$ cat src/stim3_params.svh
// constants for the stimulus-3 response configuration block
`ifndef STIM3_PARAMS_SVH
`define STIM3_PARAMS_SVH
`define S3_RESP_ADDR 8'h4a
`define S3_THR_ADDR 8'h4b
`define S3_RESET_VAL 8'h00
`define FIELD4_ZERO 4'h0
`define FIELD2_ZERO 2'h0
`define MV_ZERO 12'h000
`define MAG_HI 7
`define MAG_LO 4
`define SEL_HI 3
`define SEL_LO 0
`define PUPD_HI 5
`define PUPD_LO 4
`define TH_HI 3
`define TH_LO 0
`define SEL_REMOVE 4'h0
`define SEL_V_DP 4'h1
`define SEL_V_DM 4'h2
`define SEL_V_BOTH 4'h3
`define SEL_R_DP 4'h4
`define SEL_RSV_A 4'h5
`define SEL_DIV_DP 4'h6
`define SEL_R_DM 4'h7
`define SEL_RSV_B 4'h8
`define SEL_DIV_DM 4'h9
`define SEL_SHORT 4'ha
`define SEL_RSV_C 4'hb
`define SEL_DIV_BOTH 4'hc
`define SEL_R_BOTH 4'hd
`define SEL_PD_CTL 4'he
`define SEL_PD_CTL2 4'hf
`define CODE_RSV 4'hf
`define COND_VBUS_READY 3'h0
`define COND_VBUS_PRESENT 3'h7
`define UA_CODE0 8'h0a
`define UA_CODE1 8'h32
`define UA_CODE2 8'h64
`define UA_CODE3 8'h96
`endif

$ cat src/stim3_pkg.sv
// types shared by the stimulus-3 response configuration block
package stim3_pkg;
   // kind of response held on one data line, one-hot
   typedef enum logic [4:0] {
      RESP_NONE = 5'h01,
      RESP_VOLT = 5'h02,
      RESP_RES = 5'h04,
      RESP_DIV = 5'h08,
      RESP_SHORT = 5'h10
   } resp_kind_t;
endpackage : stim3_pkg

$ cat src/stim3_line_if.sv
// carrier between the register bank and one data-line response unit
`timescale 1ns/100ps
`default_nettype none
interface stim3_line_if;
   logic [3:0] sel;
   logic [3:0] mag;
   logic [2:0] cond3;
   logic [2:0] cond1;
   logic apply;
   logic emu_rst;
   stim3_pkg::resp_kind_t kind;
   logic pd_on;
   logic [3:0] mag_out;
   modport ctrl (output sel, mag, cond3, cond1, apply, emu_rst,
      input kind, pd_on, mag_out);
   modport line (input sel, mag, cond3, cond1, apply, emu_rst,
      output kind, pd_on, mag_out);
endinterface : stim3_line_if
`default_nettype wire

$ cat src/stim3_level_lut.sv
// maps a 4-bit level code to millivolts
`timescale 1ns/100ps
`default_nettype none
module stim3_level_lut #(
   parameter bit LOW_300 = 1'b0
) (
   input wire logic [3:0] code, // level code
   output logic [11:0] mv // level in millivolts
);
   // table; the threshold variant drops code 3 to 300 mV
   always_comb begin
      case (code)
         4'h0: mv = LOW_300 ? 12'h190 : 12'h000;
         4'h1, 4'h2, 4'h4: mv = 12'h190;
         4'h3: mv = LOW_300 ? 12'h12c : 12'h190;
         4'h5: mv = 12'h1f4;
         4'h6: mv = 12'h258;
         4'h7: mv = 12'h2bc;
         4'h8: mv = 12'h320;
         4'h9: mv = 12'h384;
         4'ha: mv = 12'h578;
         4'hb: mv = 12'h640;
         4'hc: mv = 12'h708;
         4'hd: mv = 12'h7d0;
         4'he: mv = 12'h898;
         default: mv = 12'h000;
      endcase
   end
endmodule : stim3_level_lut
`default_nettype wire

$ cat src/stim3_line_resp.sv
// response state of one data line (D+ or D-)
`include "stim3_params.svh"
`timescale 1ns/100ps
`default_nettype none
module stim3_line_resp #(
   parameter bit IS_DPLUS = 1'b1
) (
   input wire logic clk_sys, // system clock
   input wire logic rstn, // synchronous reset, active low
   stim3_line_if.line lif // controls in, line state out
);
   import stim3_pkg::*;
   resp_kind_t kind_q;
   logic pd_q;
   logic applied_q;
   logic [3:0] mag_q;
   logic v_hit, r_hit, d_hit, s_hit, pd_ctl, keep_pd;

   // which part of the select code concerns this line
   always_comb begin
      v_hit = lif.sel == `SEL_V_BOTH ||
         lif.sel == (IS_DPLUS ? `SEL_V_DP : `SEL_V_DM);
      r_hit = lif.sel == `SEL_R_BOTH ||
         lif.sel == (IS_DPLUS ? `SEL_R_DP : `SEL_R_DM);
      d_hit = lif.sel == `SEL_DIV_BOTH ||
         lif.sel == (IS_DPLUS ? `SEL_DIV_DP : `SEL_DIV_DM);
      s_hit = lif.sel == `SEL_SHORT;
      pd_ctl = lif.sel == `SEL_PD_CTL || lif.sel == `SEL_PD_CTL2;
      keep_pd = lif.cond1 == `COND_VBUS_READY && !applied_q;
   end

   // response kind and magnitude held on the line
   always_ff @(posedge clk_sys) begin
      if (!rstn || lif.emu_rst) begin
         kind_q <= RESP_NONE;
         mag_q <= `FIELD4_ZERO;
      end else if (lif.apply) begin
         if (v_hit) begin
            kind_q <= RESP_VOLT;
            mag_q <= lif.mag;
         end else if (r_hit) begin
            kind_q <= RESP_RES;
            mag_q <= lif.mag;
         end else if (d_hit) begin
            kind_q <= RESP_DIV;
            mag_q <= lif.mag;
         end else if (s_hit) begin
            kind_q <= RESP_SHORT;
         end else if (lif.sel == `SEL_REMOVE) begin
            kind_q <= RESP_NONE;
         end
      end
   end

   // emulation-reset pull-down and applied history
   always_ff @(posedge clk_sys) begin
      if (!rstn) begin
         pd_q <= 1'b0;
         applied_q <= 1'b0;
      end else if (lif.emu_rst) begin
         pd_q <= 1'b1;
         applied_q <= 1'b0;
      end else if (lif.apply) begin
         if (v_hit || r_hit || d_hit || s_hit) begin
            pd_q <= 1'b0;
            applied_q <= 1'b1;
         // pull-down keep or drop, both codes
         end else if (pd_ctl) begin
            if (lif.cond3 == `COND_VBUS_PRESENT) begin
               pd_q <= 1'b0;
            end
         end else if (!keep_pd && !applied_q) begin
            pd_q <= 1'b0;
         end
      end
   end

   assign lif.kind = kind_q;
   assign lif.pd_on = pd_q;
   assign lif.mag_out = mag_q;
endmodule : stim3_line_resp
`default_nettype wire

$ cat src/stim3_resp_config.sv
// stimulus-3 response configuration registers and their application
// Behaviour
// - writes of reserved codes are dropped; the field keeps its old value
// - select 0000 removes responses; 0001-0011 apply voltage on D+, D-, both
// - select 0100, 0111, 1101 connect resistors to ground on D+, D-, both
// - select 0110, 1001, 1100 connect a vbus divider to D+, D-, both
// - select 1110: condition 000 keeps, 111 drops reset pull-downs
// - select 1111 behaves exactly like select 1110
// - voltage magnitude: 0000 pull-down, then 400 mV up to 2200 mV
// - resistor magnitude 1.8k to 150k; code 1111 reserved
// - divider magnitude 93k to 200k, repeating; code 1111 reserved
// - untouched line keeps reset pull-down when stimulus-1 condition is 000
// - pull-down current 10, 50, 100, 150 uA for codes 00 to 11
// - threshold 400 mV, 300 mV at 0011, up to 2200 mV; 1111 reserved
// - threshold and current are frozen while a legacy profile runs
// - conditions 000 and 111 do not wait for removal; threshold unused
`include "stim3_params.svh"
`timescale 1ns/100ps
`default_nettype none
module stim3_resp_config (
   input wire logic clk_sys, // system clock, 50 MHz
   input wire logic rstn, // synchronous reset, active low
   input wire logic reg_wr_en, // register write strobe
   input wire logic [7:0] reg_addr, // register address
   input wire logic [7:0] reg_wdata, // register write data
   output logic [7:0] reg_rdata_q, // read data, one cycle late
   input wire logic [2:0] stim3_condition_select, // stimulus-3 condition
   input wire logic [2:0] condition_select_a, // stimulus-1 condition
   input wire logic legacy_active, // legacy profile in progress
   input wire logic stim3_apply, // stimulus 3 detected, apply pulse
   input wire logic emu_reset, // emulation reset pulse
   output stim3_pkg::resp_kind_t dplus_kind_q, // D+ response kind
   output logic dplus_pd_q, // D+ reset pull-down on
   output logic [3:0] dplus_mag_q, // D+ magnitude code
   output stim3_pkg::resp_kind_t dminus_kind_q, // D- response kind
   output logic dminus_pd_q, // D- reset pull-down on
   output logic [3:0] dminus_mag_q, // D- magnitude code
   output logic [11:0] response_mv_q, // applied response voltage
   output logic [11:0] threshold_mv_q, // applied threshold voltage
   output logic [7:0] pulldown_ua_q, // applied pull-down current
   output logic stim3_no_wait_q // next stimulus does not wait
);
   import stim3_pkg::*;

   ////////////////////////////////////////////////////////////////////////
   // register state
   logic [3:0] stim3_response_select_q;
   logic [3:0] stim3_response_magnitude_q;
   logic [1:0] stim3_pulldown_current_q;
   logic [3:0] stim3_threshold_q;
   logic [3:0] sel_wr, sel_d, mag_wr, mag_d, th_wr, th_d;
   logic sel_ok, mag_ok, th_ok, uses_mag;
   logic wr_resp, wr_thr;
   logic [11:0] resp_lut_mv, thr_lut_mv;
   logic [7:0] ua_d;
   logic is_volt;

   stim3_line_if dp_if ();
   stim3_line_if dm_if ();

   ////////////////////////////////////////////////////////////////////////
   // write decode
   always_comb begin
      wr_resp = 1'b0;
      wr_thr = 1'b0;
      if (reg_wr_en && reg_addr == `S3_RESP_ADDR) begin
         wr_resp = 1'b1;
      end else if (reg_wr_en && reg_addr == `S3_THR_ADDR) begin
         wr_thr = 1'b1;
      end
   end

   // reserved-code screening of written fields
   always_comb begin
      sel_wr = reg_wdata[`SEL_HI:`SEL_LO];
      mag_wr = reg_wdata[`MAG_HI:`MAG_LO];
      th_wr = reg_wdata[`TH_HI:`TH_LO];
      sel_ok = !(sel_wr == `SEL_RSV_A || sel_wr == `SEL_RSV_B ||
         sel_wr == `SEL_RSV_C);
      sel_d = sel_ok ? sel_wr : stim3_response_select_q;
      // magnitude 1111 is reserved where magnitude applies
      uses_mag = sel_d != `SEL_SHORT;
      mag_ok = !(mag_wr == `CODE_RSV && uses_mag);
      mag_d = mag_ok ? mag_wr : stim3_response_magnitude_q;
      th_ok = th_wr != `CODE_RSV;
      th_d = th_ok ? th_wr : stim3_threshold_q;
   end

   // response register
   always_ff @(posedge clk_sys) begin
      if (!rstn) begin
         stim3_response_select_q <= `FIELD4_ZERO;
         stim3_response_magnitude_q <= `FIELD4_ZERO;
      end else if (wr_resp) begin
         stim3_response_select_q <= sel_d;
         stim3_response_magnitude_q <= mag_d;
      end
   end

   // threshold register; bits 7-6 are not stored
   always_ff @(posedge clk_sys) begin
      if (!rstn) begin
         stim3_pulldown_current_q <= `FIELD2_ZERO;
         stim3_threshold_q <= `FIELD4_ZERO;
      end else if (wr_thr) begin
         stim3_pulldown_current_q <= reg_wdata[`PUPD_HI:`PUPD_LO];
         stim3_threshold_q <= th_d;
      end
   end

   ////////////////////////////////////////////////////////////////////////
   // read path, registered
   always_ff @(posedge clk_sys) begin
      if (!rstn) begin
         reg_rdata_q <= `S3_RESET_VAL;
      end else if (reg_addr == `S3_RESP_ADDR) begin
         reg_rdata_q <= {stim3_response_magnitude_q,
            stim3_response_select_q};
      end else if (reg_addr == `S3_THR_ADDR) begin
         reg_rdata_q <= {2'b00, stim3_pulldown_current_q,
            stim3_threshold_q};
      end else begin
         reg_rdata_q <= `S3_RESET_VAL;
      end
   end

   ////////////////////////////////////////////////////////////////////////
   // level tables
   stim3_level_lut #(.LOW_300(1'b0)) resp_lut (
      .code(stim3_response_magnitude_q),
      .mv(resp_lut_mv)
   );

   stim3_level_lut #(.LOW_300(1'b1)) thr_lut (
      .code(stim3_threshold_q),
      .mv(thr_lut_mv)
   );

   always_comb begin
      case (stim3_pulldown_current_q)
         2'h0: ua_d = `UA_CODE0;
         2'h1: ua_d = `UA_CODE1;
         2'h2: ua_d = `UA_CODE2;
         default: ua_d = `UA_CODE3;
      endcase
   end

   ////////////////////////////////////////////////////////////////////////
   // applied threshold and current
   always_ff @(posedge clk_sys) begin
      if (!rstn) begin
         threshold_mv_q <= `MV_ZERO;
         pulldown_ua_q <= `S3_RESET_VAL;
      end else if (!legacy_active) begin
         threshold_mv_q <= thr_lut_mv;
         pulldown_ua_q <= ua_d;
      end
   end

   // level of the magnitude code at the last apply with select 0000 to 0011
   always_comb begin
      is_volt = stim3_response_select_q <= `SEL_V_BOTH;
   end

   always_ff @(posedge clk_sys) begin
      if (!rstn || emu_reset) begin
         response_mv_q <= 12'h000;
      end else if (stim3_apply && is_volt) begin
         response_mv_q <= resp_lut_mv;
      end
   end

   always_ff @(posedge clk_sys) begin
      if (!rstn) begin
         stim3_no_wait_q <= 1'b1;
      end else begin
         stim3_no_wait_q <=
            stim3_condition_select == `COND_VBUS_READY ||
            stim3_condition_select == `COND_VBUS_PRESENT;
      end
   end

   ////////////////////////////////////////////////////////////////////////
   // per-line response units
   always_comb begin
      dp_if.sel = stim3_response_select_q;
      dp_if.mag = stim3_response_magnitude_q;
      dp_if.cond3 = stim3_condition_select;
      dp_if.cond1 = condition_select_a;
      dp_if.apply = stim3_apply;
      dp_if.emu_rst = emu_reset;
      dm_if.sel = stim3_response_select_q;
      dm_if.mag = stim3_response_magnitude_q;
      dm_if.cond3 = stim3_condition_select;
      dm_if.cond1 = condition_select_a;
      dm_if.apply = stim3_apply;
      dm_if.emu_rst = emu_reset;
   end

   stim3_line_resp #(.IS_DPLUS(1'b1)) dplus_unit (
      .clk_sys(clk_sys),
      .rstn(rstn),
      .lif(dp_if.line)
   );

   stim3_line_resp #(.IS_DPLUS(1'b0)) dminus_unit (
      .clk_sys(clk_sys),
      .rstn(rstn),
      .lif(dm_if.line)
   );

   // line state straight from the unit flip-flops
   assign dplus_kind_q = dp_if.kind;
   assign dplus_pd_q = dp_if.pd_on;
   assign dplus_mag_q = dp_if.mag_out;
   assign dminus_kind_q = dm_if.kind;
   assign dminus_pd_q = dm_if.pd_on;
   assign dminus_mag_q = dm_if.mag_out;
endmodule : stim3_resp_config
`default_nettype wire

$ cat config.mk
export PLATFORM = sky130hd
export DESIGN_NAME = stim3_resp_config
export DESIGN_NICKNAME = d
export VERILOG_FILES = /design/src/stim3_pkg.sv /design/src/stim3_line_if.sv /design/src/stim3_level_lut.sv /design/src/stim3_line_resp.sv /design/src/stim3_resp_config.sv
export VERILOG_INCLUDE_DIRS = /design/src /design/src/src
export SDC_FILE = /design/constraint.sdc
export NUM_CORES = 1
export LEC_CHECK = 0
export BUFFER_PORTS_ARGS = -buffer_cell sky130_fd_sc_hd__buf_2
export CAP_MARGIN = 20
export CORE_ASPECT_RATIO = 0.75
export CORE_UTILIZATION = 54
export DETAILED_ROUTE_END_ITERATION = 12
export PLACE_DENSITY = 0.79
export SLEW_MARGIN = 20
export SYNTH_ARGS = -nofsm -noshare
export SYNTH_HDL_FRONTEND = slang
export SYNTH_SLANG_ARGS = --single-unit
$ cat constraint.sdc
create_clock -name clk_sys -period 2 [get_ports clk_sys]
set_input_delay 0.2 -clock clk_sys [delete_from_list [all_inputs] [get_ports clk_sys]]
set_output_delay 0.2 -clock clk_sys [all_outputs]
set_load 0.005 [all_outputs]
==> flow_summary_export.csv, run 1 <==
group,metric,value,unit
worst_setup_path,cp.arrival,2.08,ns
pwr,netSwitchingFraction,22.9,%
route,wl,8970,um
placed_design,pre_cts_ws,0.239,ns
clock_tree,clkLatencyLatePin,0.35,ns
die,die_x,98.1,um
grt,grt_first_pass_wirelength,14700,um
die,pin_count,89,
clock_tree,clock_tree.buffer_depth,2,
synth,ys_async_sr_fraction,0,%
grt,grt_pass1_vias,3126,
sta,finalCriticalPeriod,1.79,ns
grt,grt_max_degree,32,
status,status,"complete, but fails checks",
sta,setup_viol,0,
clock_tree,cts_root_buf,"clkbuf_8",
finish,antennaDiodeCount,0,
finish,fin_nets,558,
worst_setup_path,critPathLaunchType,"register",
sta,slew_headroom,60.2,%
sta,period_share,89.3,%
finish,final_cell_mix,"buf_2, dfxtp_1, nand2_1, a21oi_1, nor2_1",
clock_tree,cts_sinks,72,
worst_setup_path,critPathMaxFanout,8,
route,drt_iter0_drc,232,
sta,skew,0.00772,ns
pwr,p_sw,0.621,mW
synth,synth.top_cell.area_share,38.5,%
route,detail-route-antenna-nets,0,
synth,synth-edff-count,0,
finish,syn2layout_area_growth,17.7,%
worst_setup_path,crit_slowest_cell,"dfxtp_1",
worst_setup_path,cp_cell_sequence,"inv_1 > ha_1 > mux4_2 > o21ai_0 > and2_1",
finish,multi_input_area,2090,um^2
sta,hold_viol,0,
pwr,clkPwrFrac,39.3,%
pwr,peakVddDrop,372,uV
worst_setup_path,cp.required,2.29,ns
worst_setup_path,cp-end-kind,"register",
finish,drive_above_1_share,27.4,%
grt,grt_antenna_before_repair,0,
status,violations,"DRC",
clock_tree,path_clk_slew,0.07,ns
pwr,power_frac_comb,6.7,%
finish,regArea,1440,um^2
route,drc,5,
route,dr.pass1.iters,10,
clock_tree,cts_max_level,3,
die,dieArea,7270,um^2
die,start_util,57.5,%
clock_tree,hold_buffers,0,
sta,worst_slack,0.213,ns
placed_design,dp_hpwl,6540,um
clock_tree,cts_tree,"yes",
synth,synthesis.area,3740,um^2
synth,netlist_instances,433,
synth,synth_area_per_cell,8.64,um^2
sta,tightestPinTransition,0.597,ns
sta,hold_ws,0.138,ns
synth,synth-seq-area-share,38.5,%
synth,ys_warn_count,0,
run,max_cap_violations,0,
worst_setup_path,critical_path_class,"reg -> reg",
die,rows,25,
clock_tree,cts_setup_buffers,0,
sta,drv_slew,0,
sta,rsz0062_at_grt,"no",
die,core_area,6510,um^2
pwr,p_leak,1.93,nW
synth,ys_ff_latch,72,
clock_tree,cts_made_buffers,9,
pwr,seqPwrFrac,53.9,%
route,wl_per_cell,15.1,um
grt,grt_remaining_overflow,0,
route,vias_per_cell,5.78,
pwr,power.internal,2.09,mW
pwr,powerDensity,616,nW/um^2
die,die_h,74.1,um
route,vias,3440,
sta,finalSetupTns,0,ns
placed_design,gp_congestion,0.886,
synth,yosys.area.top_type,"dfxtp_1",
min_path,worstHoldPathType,"in -> reg",
worst_setup_path,cpPeakStageDelay,0.51,ns
synth,synthTopCellsByArea,"dfxtp_1, ha_1, a21oi_1",
sta,fmax,560,MHz
synth,synthDistinctLibCells,58,
finish,layout_commonest_cell,"buf_2",
clock_tree,ctsResizeCount,0,
grt,grt_usage,25.8,%
finish,num-fill-cells,527,
synth,synth_flop_cell,"dfxtp_1",
placed_design,port_buffers,83,
-- critical path: cells and delay by family (launching register included) --
family,cells,cell delay [ns]
and+or+nand+nor,1,0.13
AOI/OAI and AO/OA,1,0.13
buffers and inverters,1,0.14
DFF,1,0.51
muxes,1,0.46
adders and majority gates,1,0.35
-- cell families after synthesis --
logic type               count (synthesis)  synth area share, %
AND/OR/NAND/NOR                        161                 22.8
AO/OA/AOI/OAI                          111                 20.1
flip-flops                              72                 38.5
buffers and inverters                   48                 5.95
multiplexers                            19                 5.82
adder cells (fa/ha/maj)                 18                 6.02
XOR/XNOR                                 3                0.702
other                                    1                0.100
-- flip-flops by register name, summed over array words and instances, names as in the netlist --
register	flops
dminus_unit.lif.kind	5
dplus_unit.lif.mag_out	4
dplus_unit.lif.pd_on	1
dm_if.mag	4
stim3_pulldown_current_q	2
pulldown_ua_q	7
response_mv_q	10
dplus_unit.lif.kind	5
reg_rdata_q	8
stim3_threshold_q	4
dm_if.sel	4
threshold_mv_q	10
stim3_no_wait_q	1
dminus_unit.lif.mag_out	4
dminus_unit.lif.pd_on	1
dplus_unit.applied_q	1
dminus_unit.applied_q	1
-- per-layer routing --
| metal | vias to the layer above | GRT usage (%) | wire length [um] |
|---|---|---|---|
| met5 | - | 0 | 0 |
| met4 | 0 | 13.0 | 212 |
| li1 | 1673 | - | - |
| met1 | 1607 | 33.5 | 3910 |
| met3 | 22 | 5.45 | 698 |
| met2 | 138 | 41.5 | 4150 |
-- synth_stat cells, types with 2 or more instances --
master,instances
a31oi_1,6
o211a_1,2
mux4_2,2
a41oi_1,3
and2_1,12
xnor2_1,2
o211ai_1,5
o21ai_1,2
o221a_2,8
nor3_1,7
nor4bb_1,2
inv_1,12
ha_1,18
nand3_1,11
a21oi_1,37
a311oi_1,3
nand2_1,48
buf_4,6
nand4_1,2
dfxtp_1,72
nor2_1,33
clkbuf_1,18
o21ai_0,19
nor2b_1,19
a211oi_1,4
mux2i_1,15
buf_2,10
nand2b_1,7
or3_1,2
nand3b_1,3
mux2_2,2
nand3_2,4
a22o_1,7
o21ai_2,4
a221oi_1,2
a21o_1,2
-- final timing paths --
path              slack [ns]                               from                             end  cells after the start
hold / removal          0.14          stim3_condition_select[2]      stim3_no_wait_q$_SDFF_PN1_                      3
hold reg to reg         0.45      response_mv_q[4]$_SDFFE_PP0P_   response_mv_q[4]$_SDFFE_PP0P_                      2
setup / recovery        0.21  stim3_threshold_q[0]$_SDFFE_PN0P_  threshold_mv_q[7]$_SDFFE_PN0N_                      5
setup reg to reg        0.21  stim3_threshold_q[0]$_SDFFE_PN0P_  threshold_mv_q[7]$_SDFFE_PN0N_                      5
-- power groups by stage --
stage | clock network, mW | registers (mW) | logic (mW)
after floorplan | 0 | 1.50 | 0.106
after global placement | 0 | 1.49 | 0.178
after detailed placement | 0 | 1.49 | 0.181
after CTS | 1.09 | 1.46 | 0.182
after global routing | 1.14 | 1.46 | 0.202
final | 1.07 | 1.46 | 0.183
-- final cells by class --
class	instances	area share, %
inverter	12	1.02
multi-input combinational	317	47.5
clock buffer	13	4.06
sequential	72	32.7
timing repair buffer	100	12.3
tap	81	2.30
-- through the flow --
stage | total power, mW | cells | instance area, um^2 | utilization (%)
after floorplan | 1.60 | 437 | 3760 | -
after global placement | 1.67 | 582 | 4220 | 64.9
after detailed placement | 1.68 | 582 | 4220 | 64.9
after CTS | 2.73 | 595 | 4400 | 67.7
after global routing | 2.81 | 595 | 4400 | 67.7
final | 2.71 | 595 | 4400 | 67.7
Note: power is estimated with default switching activity, not from simulation.
==> run 2, diff against run 1 <==
CORE_UTILIZATION = 58   (was 54)
PLACE_DENSITY = 0.84   (was 0.79)
clock period = 2.08 ns   (was 2 ns; I/O delays follow)
==> run 2 against run 1 <==
Against the previous run: the run now ends clean; global-route usage rose by 1.4 points; wire length decreased by 2.2%; die area shrank 6.7%; sequential share of layout area did not move; hold slack worse by 0.0017 ns; register-to-register slack better by 0.10 ns; critical path type unchanged.
==> flow_summary_export.csv, run 2 (same netlist as run 1, synthesis figures left out) <==
group,metric,value,unit
finish,drive_above_1_share,27.1,%
grt,grt_antenna_before_repair,0,
clock_tree,cts_setup_buffers,0,
die,dieArea,6780,um^2
sta,worst_slack,0.313,ns
pwr,power_frac_comb,6.2,%
route,vias,3387,
finish,antennaDiodeCount,0,
clock_tree,cts_root_buf,"clkbuf_8",
sta,hold_viol,0,
pwr,seqPwrFrac,50.3,%
pwr,power,2.80,mW
pwr,p_sw,0.630,mW
clock_tree,path_clk_slew,0.07,ns
worst_setup_path,cp_cell_sequence,"nor2b_1 > mux2_2 > o21ai_1 > nand2_1 > a21oi_1",
sta,finalSetupTns,0,ns
finish,fin_nets,553,
worst_setup_path,critPathMaxFanout,7,
finish,layout_commonest_cell,"buf_2",
clock_tree,clock_tree.buffer_depth,2,
pwr,netSwitchingFraction,22.5,%
pwr,powerDensity,635,nW/um^2
clock_tree,cts_sinks,72,
route,vias_per_cell,5.74,
placed_design,gp_congestion,0.896,
min_path,worstHoldStart,"stim3_condition_select[1]",
sta,period_share,85.0,%
sta,drv_slew,0,
sta,finalCriticalPeriod,1.77,ns
worst_setup_path,critPathLaunch,"dm_if.sel[3]$_SDFFE_PN0P_",
worst_setup_path,critPathLaunchType,"register",
die,die_x,94.8,um
pwr,power.internal,2.17,mW
finish,syn2layout_area_growth,17.7,%
worst_setup_path,cp.required,2.35,ns
worst_setup_path,cp-end-kind,"register",
placed_design,port_buffers,83,
route,drc,0,
route,wl_per_cell,14.9,um
pwr,peakVddDrop,392,uV
placed_design,dp_hpwl,6320,um
pwr,p_leak,1.92,nW
sta,slew_headroom,55.3,%
route,dr.pass1.iters,4,
route,drt_iter0_drc,261,
run,max_cap_violations,0,
placed_design,placed_cells,574,
sta,setup_viol,0,
worst_setup_path,crit_slowest_cell,"dfxtp_1",
grt,grt_max_degree,39,
grt,grt_pass1_vias,3035,
clock_tree,ctsResizeCount,0,
die,pin_count,89,
status,status,"completed",
clock_tree,cts_max_level,3,
grt,grt_remaining_overflow,0,
die,core_area,6010,um^2
worst_setup_path,cp.arrival,2.04,ns
clock_tree,cts_made_buffers,9,
clock_tree,hold_buffers,0,
finish,stdcell_count,590,
sta,fmax,566,MHz
die,die_h,71.6,um
finish,num-fill-cells,477,
grt,grt_usage,27.2,%
placed_design,pre_cts_ws,0.310,ns
worst_setup_path,r2r-start,"dm_if.sel[3]$_SDFFE_PN0P_",
route,wl,8770,um
die,start_util,62.3,%
route,detail-route-antenna-nets,0,
sta,rsz0062_at_grt,"no",
finish,final_cell_mix,"buf_2, dfxtp_1, nand2_1, a21oi_1, nor2_1",
sta,skew,0.00692,ns
die,rows,24,
grt,grt_first_pass_wirelength,14300,um
clock_tree,cts_tree,"yes",
worst_setup_path,critical_path_class,"reg -> reg",
min_path,worstHoldPathType,"in -> reg",
pwr,clkPwrFrac,43.5,%
sta,tightestPinTransition,0.670,ns
worst_setup_path,cpPeakStageDelay,0.46,ns
clock_tree,clkLatencyLatePin,0.35,ns
finish,layout_top_registers,"response_mv_q x10, threshold_mv_q x10, reg_rdata_q x8",
## run 2: power by group through the flow
stage                     clock network, mW  registers (mW)  logic, mW
after floorplan                           0            1.44      0.102
after global placement                    0            1.44      0.167
after detailed placement                  0            1.44      0.172
after CTS                              1.25            1.41      0.173
after global routing                   1.29            1.41      0.194
final                                  1.22            1.41      0.174
## run 2: critical path: cells and delay by family (launching register included)
kind,cells,cell delay [ns]
simple gates,2,0.47
compound gates,2,0.38
flops,1,0.46
mux,1,0.38
## run 2: worst paths after layout
kind	end	slack (ns)	cells past startpoint
min reg2reg	dminus_unit.lif.kind[0]$_SDFFE_PP1P_	0.44	2
max reg2reg	dminus_unit.lif.kind[4]$_SDFFE_PP0P_	0.31	5
min	stim3_no_wait_q$_SDFF_PN1_	0.14	3
max	dminus_unit.lif.kind[4]$_SDFFE_PP0P_	0.31	5
## run 2: final cells by class
| type | count | area [um^2] | share of cell area [%] |
|---|---|---|---|
| clock buffer | 10 | 138 | 3.13 |
| clock inverter | 6 | 82.6 | 1.88 |
| inverter | 12 | 45.0 | 1.02 |
| multi-input combinational | 317 | 2090 | 47.5 |
| sequential | 72 | 1440 | 32.7 |
| tap | 78 | 97.6 | 2.22 |
| timing repair buffer | 95 | 505 | 11.5 |
## run 2: routing by layer
layer | global-route usage (%) | vias up | wire (um)
met2 | 42.6 | 130 | 4080
met3 | 8.17 | 14 | 644
met5 | 0 | - | 0
li1 | - | 1674 | -
met4 | 8.42 | 0 | 120
met1 | 36.2 | 1569 | 3930
## run 2: stage by stage
stage          hold WS [ns]  area [um^2]  util, %
6_report              0.136         4400     73.3
5_1_grt               0.162         4400     73.3
4_1_cts               0.124         4400     73.3
3_5_place_dp          0.432         4180     69.6
3_3_place_gp          0.432         4180     69.6
2_1_floorplan         0.352         3760        -
==> run 3, diff against run 2 <==
CORE_UTILIZATION = 49   (was 58)
PLACE_DENSITY = 0.76   (was 0.84)
clock period = 1.4 ns   (was 2.08 ns; I/O delays follow)
==> run 3 against run 2 <==
Against the previous run: the flow now finishes with violations (setup timing); die area rose by 18%; utilization fell by 2.8 points; clock power grew 95%; cell area increased by 18%; global-route usage is 2.4 points lower; via count increased by 8.9%; wire length grew 17%; clock skew up 0.0057 ns; hold slack got worse by 0.053 ns; setup slack got worse by 0.33 ns; sequential cell count did not move.
==> flow_summary_export.csv, run 3 (same netlist as run 1, synthesis figures left out) <==
group,metric,value,unit
sta,period_share,101,%
route,drc,0,
finish,layout_commonest_cell,"buf_2",
sta,hold_ws,0.0828,ns
pwr,clkPwrFrac,50.1,%
placed_design,dp_hpwl,6940,um
sta,fmax,705,MHz
route,drt_iter0_drc,198,
die,rows,27,
pwr,power,4.74,mW
placed_design,pre_cts_ws,-0.124,ns
die,die_x,103,um
route,wl_per_cell,15.3,um
finish,stdcell_count,670,
grt,grt_usage,24.8,%
worst_setup_path,worst-r2r-cell-count,4,
placed_design,placed_cells,644,
worst_setup_path,cp.arrival,1.66,ns
finish,fin_nets,610,
sta,skew,0.0126,ns
pwr,powerDensity,913,nW/um^2
clock_tree,clkLatencyLatePin,0.35,ns
finish,syn2layout_area_growth,38.7,%
route,highest-signal-layer,"met4",
worst_setup_path,endpoint,"threshold_mv_q[3]$_SDFFE_PN0N_",
sta,finalSetupTns,-0.0707,ns
route,detail-route-antenna-nets,0,
sta,drv_slew,0,
route,wl_met1,4590,um
worst_setup_path,critPathMaxFanout,7,
placed_design,placed_area,4590,um^2
grt,grt_pass1_vias,3233,
die,core_area,7360,um^2
clock_tree,cts_root_buf,"clkbuf_8",
grt,grt_antenna_before_repair,0,
pwr,power.internal,3.74,mW
grt,grt_first_pass_wirelength,15500,um
sta,hold_viol,0,
worst_setup_path,cp-end-kind,"register",
die,dieArea,7990,um^2
placed_design,port_buffers,83,
worst_setup_path,critPathLaunchType,"register",
run,max_cap_violations,0,
min_path,worstHoldPathType,"in -> reg",
sta,rsz0062_at_grt,"yes",
worst_setup_path,crit_slowest_cell,"mux4_2",
pwr,p_leak,2.30,nW
route,wl,10300,um
sta,finalCriticalPeriod,1.42,ns
route,vias_per_cell,5.50,
grt,grt_max_degree,37,
die,start_util,50.8,%
clock_tree,path_clk_slew,0.08,ns
placed_design,gp_congestion,0.847,
worst_setup_path,cp_cell_sequence,"buf_6 > ha_4 > mux4_2 > o211a_1",
pwr,peakVddDrop,531,uV
clock_tree,cts_made_buffers,9,
status,violations,"setup timing",
route,vias,3687,
clock_tree,cts_max_level,3,
route,routed-wl-met2,4830,um
sta,setup_viol,5,
finish,antennaDiodeCount,0,
sta,worst_slack,-0.0187,ns
worst_setup_path,r2r-start,"stim3_threshold_q[1]$_SDFFE_PN0P_",
clock_tree,cts_tree,"yes",
die,pin_count,89,
status,status,"complete, but fails checks",
worst_setup_path,critical_path_class,"reg -> reg",
route,dr.pass1.iters,5,
pwr,netSwitchingFraction,21.2,%
worst_setup_path,critPathLaunch,"stim3_threshold_q[1]$_SDFFE_PN0P_",
finish,design_area,5190,um^2
pwr,p_sw,1.01,mW
pwr,power_frac_comb,6.1,%
worst_setup_path,r2r_end,"threshold_mv_q[3]$_SDFFE_PN0N_",
worst_setup_path,cpPeakStageDelay,0.44,ns
worst_setup_path,cp.required,1.65,ns
grt,grt_remaining_overflow,0,
finish,fin_util,70.5,%
clock_tree,hold_buffers,0,
finish,final_cell_mix,"buf_2, dfxtp_1, buf_4, nand2_1, a21oi_1",
clock_tree,clock_tree.buffer_depth,2,
worst_setup_path,r2r_slack,-0.02,ns
finish,drive_above_1_share,41.5,%
finish,layout_top_registers,"response_mv_q x10, threshold_mv_q x10, reg_rdata_q x8",
pwr,seqPwrFrac,43.8,%
clock_tree,cts_sinks,72,
route,dr_wl_met3,703,um
die,die_h,77.7,um
-- run 3: area by class of cell --
cell class,instances,area [um^2]
multi-input cells,317,2280
fillers,572,2170
flip-flops and latches,72,1470
repair buffers,152,976
clock inverters,7,168
well taps,101,126
clock buffers,9,124
inverters,12,47.5
-- run 3: what timing repair did --
action                                 CTS  global route
setup buffers                            0            11
endpoints found under the hold margin    0             0
gates resized for setup                 27            35
pin swaps                                4            14
cloned                                   0             0
setup endpoints to repair               31            30
-- run 3: how the worst min path moves through the flow --
stage                     slack, ns                                  from                                   end  cells after the start
after detailed placement       0.44  dminus_unit.lif.kind[0]$_SDFFE_PP1P_  dminus_unit.lif.kind[0]$_SDFFE_PP1P_                      2
final                          0.08             stim3_condition_select[1]            stim3_no_wait_q$_SDFF_PN1_                      3
after CTS                      0.07                          reg_wdata[2]             dm_if.sel[2]$_SDFFE_PN0P_                      3
after floorplan                0.28                          reg_wdata[2]             dm_if.sel[2]$_SDFFE_PN0P_                      2
after global routing            0.1                          reg_wdata[2]             dm_if.sel[2]$_SDFFE_PN0P_                      3
after global placement         0.43             stim3_condition_select[2]            stim3_no_wait_q$_SDFF_PN1_                      3
-- run 3: power by group through the flow --
stage               Sequential, mW  Clock, mW  Combinational [mW]
floorplan                     2.14          0               0.152
global route                  2.08       2.48               0.322
CTS                           2.08       2.39               0.281
global placement              2.13          0               0.272
detailed placement            2.13          0               0.277
finish                        2.07       2.38               0.292
-- run 3: metal layers --
layer	up-vias	track usage [%]
li1	1789	-
met5	-	0
met3	17	5.32
met2	146	38.7
met1	1735	34.1
met4	0	7.75
-- run 3: critical path: cells and delay by family, from the launching register on --
family	cells	cell delay [ns]
AOI/OAI and AO/OA	1	0.21
adders and majority gates	1	0.15
buffers and inverters	1	0.13
DFF	1	0.39
muxes	1	0.44
